$ cat config.mk
export PLATFORM = sky130hd
export DESIGN_NAME = efsc_stats
export DESIGN_NICKNAME = d
export VERILOG_FILES = /design/src/design/efsc_pkg.sv /design/src/design/efsc_counter.sv /design/src/design/efsc_stats.sv
export VERILOG_INCLUDE_DIRS = /design/src /design/src/design
export SDC_FILE = /design/constraint.sdc
export NUM_CORES = 1
export LEC_CHECK = 0
export ABC_AREA = 1
export BUFFER_PORTS_ARGS = -buffer_cell sky130_fd_sc_hd__buf_2
export CAP_MARGIN = 15
export CORE_UTILIZATION = 45
export DETAILED_ROUTE_END_ITERATION = 8
export PLACE_DENSITY_LB_ADDON = 0.08
export SYNTH_ARGS = -nofsm -noshare
export SYNTH_HDL_FRONTEND = slang
export SYNTH_SLANG_ARGS = --single-unit
$ cat constraint.sdc
create_clock -name clk -period 6.7 [get_ports clk]
set_input_delay 1.34 -clock clk [delete_from_list [all_inputs] [get_ports clk]]
set_output_delay 1.34 -clock clk [all_outputs]
set_load 0.03 [all_outputs]
$ cat src/design/efsc_cfg.svh
`ifndef EFSC_CFG_SVH
`define EFSC_CFG_SVH

// Counter geometry
`define EFSC_CNT_W       16
`define EFSC_NUM_CNT     7
`define EFSC_ADDR_W      8
`define EFSC_COLL_W      4

// Register index: address bits [7:4]; alias select: address bits [3:2]
`define EFSC_IDX_MSB     7
`define EFSC_IDX_LSB     4
`define EFSC_ALIAS_MSB   3
`define EFSC_ALIAS_LSB   2
`define EFSC_IDX_DROP    4'h0
`define EFSC_IDX_TXOK    4'h1
`define EFSC_IDX_SCOL    4'h2
`define EFSC_IDX_MCOL    4'h3
`define EFSC_IDX_RXOK    4'h4
`define EFSC_IDX_FCS     4'h5
`define EFSC_IDX_ALIGN   4'h6
`define EFSC_IDX_STATUS  4'h7
`define EFSC_IDX_MASK    4'h8

// Event and status bit positions
`define EFSC_BIT_OVFLW   0
`define EFSC_BIT_TXOK    1
`define EFSC_BIT_SCOL    2
`define EFSC_BIT_MCOL    3
`define EFSC_BIT_RXOK    4
`define EFSC_BIT_FCS     5
`define EFSC_BIT_ALIGN   6

// Collision figures for the collision counters
`define EFSC_COLL_SINGLE 1
`define EFSC_COLL_MULTI  2

// Reset values
`define EFSC_COUNT_RST   16'h0000
`define EFSC_STATUS_RST  7'h00
`define EFSC_MASK_RST    7'h00
`define EFSC_RDATA_RST   32'h0000_0000

`endif

$ cat src/design/efsc_pkg.sv
`include "efsc_cfg.svh"
`default_nettype none

package efsc_pkg;

    typedef enum logic [1:0]
    {
        EFSC_PLAIN,
        EFSC_CLR,
        EFSC_SET,
        EFSC_INV
    } efsc_alias_e;

    typedef struct packed
    {
        logic [31:0]                rdata;
        logic [`EFSC_NUM_CNT-1:0]   status;
        logic [`EFSC_NUM_CNT-1:0]   mask;
        logic                       irq;
    } efsc_state_s;

    // Applies a write through one of the four alias views
    function automatic logic [31:0] efsc_apply(input logic [31:0] old_val, input logic [31:0] wd,
                                               input efsc_alias_e op);
        logic [31:0] res;
        res = old_val;
        case (op)
            EFSC_PLAIN: res = wd;
            EFSC_CLR:   res = old_val & ~wd;
            EFSC_SET:   res = old_val | wd;
            EFSC_INV:   res = old_val ^ wd;
            default:    res = old_val;
        endcase
        return res;
    endfunction : efsc_apply

endpackage : efsc_pkg

`default_nettype wire

$ cat src/design/efsc_counter.sv
`timescale 1ns/100ps
`default_nettype none
`include "efsc_cfg.svh"

module efsc_counter
    import efsc_pkg::*;
#(
    parameter int WIDTH = `EFSC_CNT_W
)
(
    input  wire logic              clk,
    input  wire logic              rst,
    input  wire logic              inc,
    input  wire logic              rd_clr,
    input  wire logic              wr_en,
    input  wire efsc_alias_e       wr_op,
    input  wire logic [31:0]       wr_data,
    output logic      [WIDTH-1:0]  count
);

    typedef struct packed
    {
        logic [WIDTH-1:0] count;
    } efsc_cnt_s;

    efsc_cnt_s s;
    efsc_cnt_s next_s;
    logic [WIDTH-1:0] base;

    always_comb
    begin
        next_s = s;
        base   = s.count;
        if (rd_clr)
        begin
            base = '0;
        end
        if (wr_en)
        begin
            base = WIDTH'(efsc_apply(32'(s.count), wr_data, wr_op));
        end
        next_s.count = base + WIDTH'(inc);
    end

    always_ff @(posedge clk or posedge rst)
    begin
        if (rst)
        begin
            s.count <= WIDTH'(`EFSC_COUNT_RST);
        end
        else
        begin
            s <= next_s;
        end
    end

    assign count = s.count;

endmodule : efsc_counter

`default_nettype wire

$ cat src/design/efsc_stats.sv
// Our own choices: strobed register access and the placing of the registers.
`timescale 1ns/100ps
`default_nettype none
`include "efsc_cfg.svh"

module efsc_stats
    import efsc_pkg::*;
#(
    parameter int CNT_W  = `EFSC_CNT_W,
    parameter int COLL_W = `EFSC_COLL_W
)
(
    input  wire logic                     clk,
    input  wire logic                     rst,
    input  wire logic [`EFSC_ADDR_W-1:0]  reg_addr,
    input  wire logic [31:0]              reg_wdata,
    input  wire logic                     reg_wr,
    input  wire logic                     reg_rd,
    input  wire logic [3:0]               reg_rd_be,
    output logic      [31:0]              reg_rdata,
    input  wire logic                     rx_overrun_drop,
    input  wire logic                     tx_frame_ok,
    input  wire logic [COLL_W-1:0]        tx_collisions,
    input  wire logic                     rx_frame_done,
    input  wire logic                     rx_filter_accept,
    input  wire logic                     rx_fcs_error,
    input  wire logic                     rx_dribble,
    output logic                          irq
);

    localparam int N = `EFSC_NUM_CNT;

    efsc_state_s               s;
    efsc_state_s               next_s;
    logic        [N-1:0]       ev;
    logic        [N-1:0]       rd_clr_vec;
    logic        [N-1:0]       wr_vec;
    logic        [CNT_W-1:0]   cnt [N];
    logic        [3:0]         idx;
    efsc_alias_e               op;
    logic                      be_low;

    function automatic logic [3:0] reg_index(input logic [`EFSC_ADDR_W-1:0] a);
        return a[`EFSC_IDX_MSB:`EFSC_IDX_LSB];
    endfunction : reg_index

    function automatic efsc_alias_e alias_of(input logic [`EFSC_ADDR_W-1:0] a);
        return efsc_alias_e'(a[`EFSC_ALIAS_MSB:`EFSC_ALIAS_LSB]);
    endfunction : alias_of

    assign idx    = reg_index(reg_addr);
    assign op     = alias_of(reg_addr);
    assign be_low = (reg_rd_be[1:0] == 2'h0);

    assign ev[`EFSC_BIT_OVFLW] = rx_overrun_drop;
    assign ev[`EFSC_BIT_TXOK]  = tx_frame_ok;
    assign ev[`EFSC_BIT_SCOL]  = tx_frame_ok && (tx_collisions == COLL_W'(`EFSC_COLL_SINGLE));
    assign ev[`EFSC_BIT_MCOL]  = tx_frame_ok && (tx_collisions >= COLL_W'(`EFSC_COLL_MULTI));
    assign ev[`EFSC_BIT_RXOK]  = rx_frame_done && rx_filter_accept && !rx_fcs_error;
    assign ev[`EFSC_BIT_FCS]   = rx_frame_done && rx_fcs_error && !rx_dribble;
    assign ev[`EFSC_BIT_ALIGN] = rx_frame_done && rx_fcs_error && rx_dribble;

    genvar g;
    generate
        for (g = 0; g < N; g++)
        begin : g_cnt
            assign rd_clr_vec[g] = reg_rd && (idx == 4'(g)) && !be_low;
            assign wr_vec[g]     = reg_wr && (idx == 4'(g));
            efsc_counter #(
                .WIDTH   (CNT_W)
            ) u_cnt (
                .clk     (clk),
                .rst     (rst),
                .inc     (ev[g]),
                .rd_clr  (rd_clr_vec[g]),
                .wr_en   (wr_vec[g]),
                .wr_op   (op),
                .wr_data (reg_wdata),
                .count   (cnt[g])
            );
        end
    endgenerate

    always_comb
    begin
        next_s       = s;
        next_s.rdata = `EFSC_RDATA_RST;
        if (reg_rd)
        begin
            if (idx < 4'(N))
            begin
                next_s.rdata = 32'(cnt[idx[2:0]]);
            end
            else if (idx == `EFSC_IDX_STATUS)
            begin
                next_s.rdata = 32'(s.status);
            end
            else if (idx == `EFSC_IDX_MASK)
            begin
                next_s.rdata = 32'(s.mask);
            end
        end
        if (reg_wr && (idx == `EFSC_IDX_STATUS))
        begin
            // ones clear on plain and clear views
            next_s.status = N'(efsc_apply(32'(s.status), reg_wdata,
                                          (op == EFSC_PLAIN) ? EFSC_CLR : op));
        end
        if (reg_wr && (idx == `EFSC_IDX_MASK))
        begin
            next_s.mask = N'(efsc_apply(32'(s.mask), reg_wdata, op));
        end
        next_s.status = next_s.status | ev;
        next_s.irq    = |(next_s.status & next_s.mask);
    end

    always_ff @(posedge clk or posedge rst)
    begin
        if (rst)
        begin
            s.rdata  <= `EFSC_RDATA_RST;
            s.status <= `EFSC_STATUS_RST;
            s.mask   <= `EFSC_MASK_RST;
            s.irq    <= 1'b0;
        end
        else
        begin
            s <= next_s;
        end
    end

    assign reg_rdata = s.rdata;
    assign irq       = s.irq;

    logic quiet_drop;
    logic quiet_txok;
    logic quiet_scol;
    logic quiet_mcol;
    logic quiet_rxok;
    logic quiet_fcs;
    logic quiet_align;
    logic ovf_clr_wr;

    assign quiet_drop  = !rd_clr_vec[`EFSC_BIT_OVFLW] && !wr_vec[`EFSC_BIT_OVFLW];
    assign quiet_txok  = !rd_clr_vec[`EFSC_BIT_TXOK] && !wr_vec[`EFSC_BIT_TXOK];
    assign quiet_scol  = !rd_clr_vec[`EFSC_BIT_SCOL] && !wr_vec[`EFSC_BIT_SCOL];
    assign quiet_mcol  = !rd_clr_vec[`EFSC_BIT_MCOL] && !wr_vec[`EFSC_BIT_MCOL];
    assign quiet_rxok  = !rd_clr_vec[`EFSC_BIT_RXOK] && !wr_vec[`EFSC_BIT_RXOK];
    assign quiet_fcs   = !rd_clr_vec[`EFSC_BIT_FCS] && !wr_vec[`EFSC_BIT_FCS];
    assign quiet_align = !rd_clr_vec[`EFSC_BIT_ALIGN] && !wr_vec[`EFSC_BIT_ALIGN];
    assign ovf_clr_wr  = reg_wr && (idx == `EFSC_IDX_STATUS) && reg_wdata[`EFSC_BIT_OVFLW]
                         && ((op == EFSC_PLAIN) || (op == EFSC_CLR));
endmodule : efsc_stats

`default_nettype wire

==> out/results.tsv <==
metric	value	unit
status	completed	
synth top area cells	dfrtp_1 22%, ha_1 20%, nand2_1 16%, nand3_1 7.5%, inv_1 7.3%	
startpoint types	input pin	
drt first pass iters	6	
clk slew on worst S/H paths	0.07	ns
synth warn	0	
Final ANT Viol Nets	0	
vias in the first global route	15230	
Critical R2R Launch	g_cnt[0].u_cnt.count[0]	
dpl hpwl	41220	µm
global placement routability congestion	0.9240	
Crit. End Element	register	
mean post-synth cell area	6.587	µm²
core area	0.03557	mm²
hold_sp	s[1]	
Net Sw Frac	42.20	%
maximum buffer depth of the clock tree	2	
Die Y	192.2	µm
# nets final	2781	
share of layout cells above drive strength 1	6.804	%
Psw	1.664	mW
area grow syn2layout	6.462	%
placed insts	2899	
FILL cells	3631	
# IOs	91	
RSZ-0062 raised after global routing	no	
Setup Fix Bufs, Post-CTS	0	
vias post-DR	16390	
Pleak	9.492	nW
Starting DRT DRC Count	1248	
power per standard cell area	227.5	mW/mm²
Remaining DRCs	0	
Worst Tran Pin Value	1.185	ns
I/O Buffers	54	
die area	0.03695	mm²
Hold Crit Class	reg2reg	
gr usage total	31.72	%
most frequent cell after synthesis	nand2_1	
final setup fails	0	
Worst Path Arrival	4.95	ns
max_slew headroom	20.72	%
number of hold buffers added after cts	0	
setup TNS	0	ns
final slew viol count	0	
crit path max fanout	32	
skew final	0.01615	ns
Distinct cells, synth	35	
CTS tree	built	
worst vdd ir	0.0001953	V
post-CTS sizing	0	
post-synth top area cell	dfrtp_1	
Finished Layout Cells	2930	
Cells after Synth	2472	
clock root buffer	clkbuf_16	
Synth top cells by count	693 x nand2_1, 316 x inv_1, 266 x ha_1	
Fin. Hold Viols	0	
Async S/R FF share, synth	100.0	%
hold path cells	2	
Initial Utilization	45.78	%
reg2reg path depth	12	
grt total ovfl	0	
Routed WL	57460	µm
RR Endpoint	g_cnt[0].u_cnt.count[10]	
Worst Hold Endpoint	s[1]	
post-synthesis sequential area ratio	21.98	%
routed length per placed instance	19.61	µm
Die W	192.2	µm
max frequency	0.2177	GHz
predominant post-synthesis flop cell	dfrtp_1	
initial antenna violation count	0	
fin crit period	4.593	ns
Hold Slack	0.5918	ns
Clk pwr share	27.8	%
# rows	69	
# diodes	0	
Num CTS Buffers	17	
number of flops mapped to enable cells by yosys	0	
post-DR vias/cell	5.594	
final period utilization	68.55	%
Setup CP Type	in2reg	
post-place setup slack	1.675	ns
#FFs+latches synth	143	
Final WS setup	2.107	ns
Power Total	3.943	mW
Seq pwr share	33.8	%
Internal Power	2.279	mW
Worst-Skew Late Latency	0.46	ns
Comb power frac	38.4	%
first-pass GRT wire length	87630	µm
post-synth top area share	21.98	%
reg-to-reg slack, setup	4.20	ns
mapped cell area	0.01628	mm²
largest net degree at the start of global routing	88	
CTS H-tree lvls	4	
clock sinks	143	
number of max-cap violations	0	
Critical Path RT	7.05	ns
-- power by group through the flow --
stage / registers (mW) / clock network (mW) / logic [mW]
final: 1.33 / 1.10 / 1.51
after global routing: 1.36 / 1.15 / 1.74
after CTS: 1.32 / 1.11 / 1.50
after detailed placement: 1.34 / 0 / 1.49
after global placement: 1.33 / 0 / 1.42
after floorplan: 1.24 / 0 / 1.14
-- per-stage QoR --
stage / cell area (µm²) / util [%]
after floorplan: 16340 / -
after global placement: 16700 / 46.95
after detailed placement: 16700 / 46.95
after CTS: 17340 / 48.74
after global routing: 17340 / 48.74
final: 17340 / 48.74
-- worst max-delay path, cell delays in order --
cell	delay [ns]
buf_2	0.19
nand2_1	0.60
inv_1	0.43
nand3_2	0.59
inv_1	0.36
nand2_1	0.07
o21ai_0	0.19
ha_1	0.23
ha_1	0.20
nand3_1	0.23
nor2_2	0.28
nand3_1	0.10
nand2_1	0.07
nand2_1	0.05
-- final cells by class --
cell class	instances	area, µm²	share of cell area (%)
multi-input cells	1897	10900	62.87
clock buffers	20	446.7	2.577
well taps	461	576.8	3.327
flip-flops and latches	143	3578	20.64
repair buffers	75	427.9	2.468
inverters	323	1219	7.030
clock inverters	11	188.9	1.090
-- state kept, by name, indices dropped and copies added (netlist names) --
register	flops
g_cnt.u_cnt.count	112
reg_rdata	16
s	14
irq	1
-- cells by family (layout without fill, tap and decap cells) --
group | after synthesis | in the layout | synth area share, %
AND/OR/NAND/NOR | 1302 | 1302 | 33.86
XOR/XNOR | 53 | 53 | 2.851
adder cells (fa/ha/maj) | 266 | 266 | 20.44
other | 1 | 16 | 0.02303
buffers and inverters | 447 | 429 | 11.47
flip-flops | 143 | 143 | 21.98
AO/OA/AOI/OAI | 260 | 260 | 9.382
-- metal layers --
layer | vias to the layer above | GRT usage, % | share of wire, %
li1 | 7849 | - | -
met1 | 7818 | 41.20 | 43
met2 | 611 | 51.45 | 46
met3 | 111 | 5.500 | 7.7
met4 | 0 | 13.51 | 3.6
met5 | - | 0 | 0
-- how the worst max path moves through the flow --
stage	start	endpoint	slack, ns
after floorplan	rst	g_cnt[0].u_cnt.count[0]	1.52
after global placement	reg_addr[5]	g_cnt[3].u_cnt.count[14]	1.75
after detailed placement	reg_addr[5]	g_cnt[3].u_cnt.count[14]	1.68
after CTS	reg_addr[5]	g_cnt[3].u_cnt.count[14]	2.18
after global routing	reg_addr[5]	g_cnt[3].u_cnt.count[14]	1.89
final	reg_addr[5]	g_cnt[3].u_cnt.count[14]	2.11
-- layout by cell type (no fill, tap or decap), types with 6 or more instances in the layout --
master / synthesis / layout
o22ai_1: 22 / 22
nor3_1: 8 / 8
a221oi_1: 20 / 20
nor2_2: 14 / 13
buf_4: 36 / 21
nand2_1: 693 / 693
xnor2_1: 20 / 20
clkbuf_16: 0 / 17
buf_2: 38 / 54
o221ai_1: 13 / 13
nand3b_1: 7 / 7
nand3_2: 7 / 7
dfrtp_1: 143 / 143
or2_2: 29 / 29
xor2_1: 33 / 33
inv_2: 6 / 6
inv_1: 316 / 315
nand4_1: 39 / 39
a21oi_1: 28 / 28
o2111ai_1: 9 / 9
nor2_1: 255 / 255
conb_1: 1 / 16
o21ai_0: 151 / 151
o211ai_1: 11 / 11
nand3_1: 244 / 244
ha_1: 266 / 266
Power figures use the tool's default switching activity.
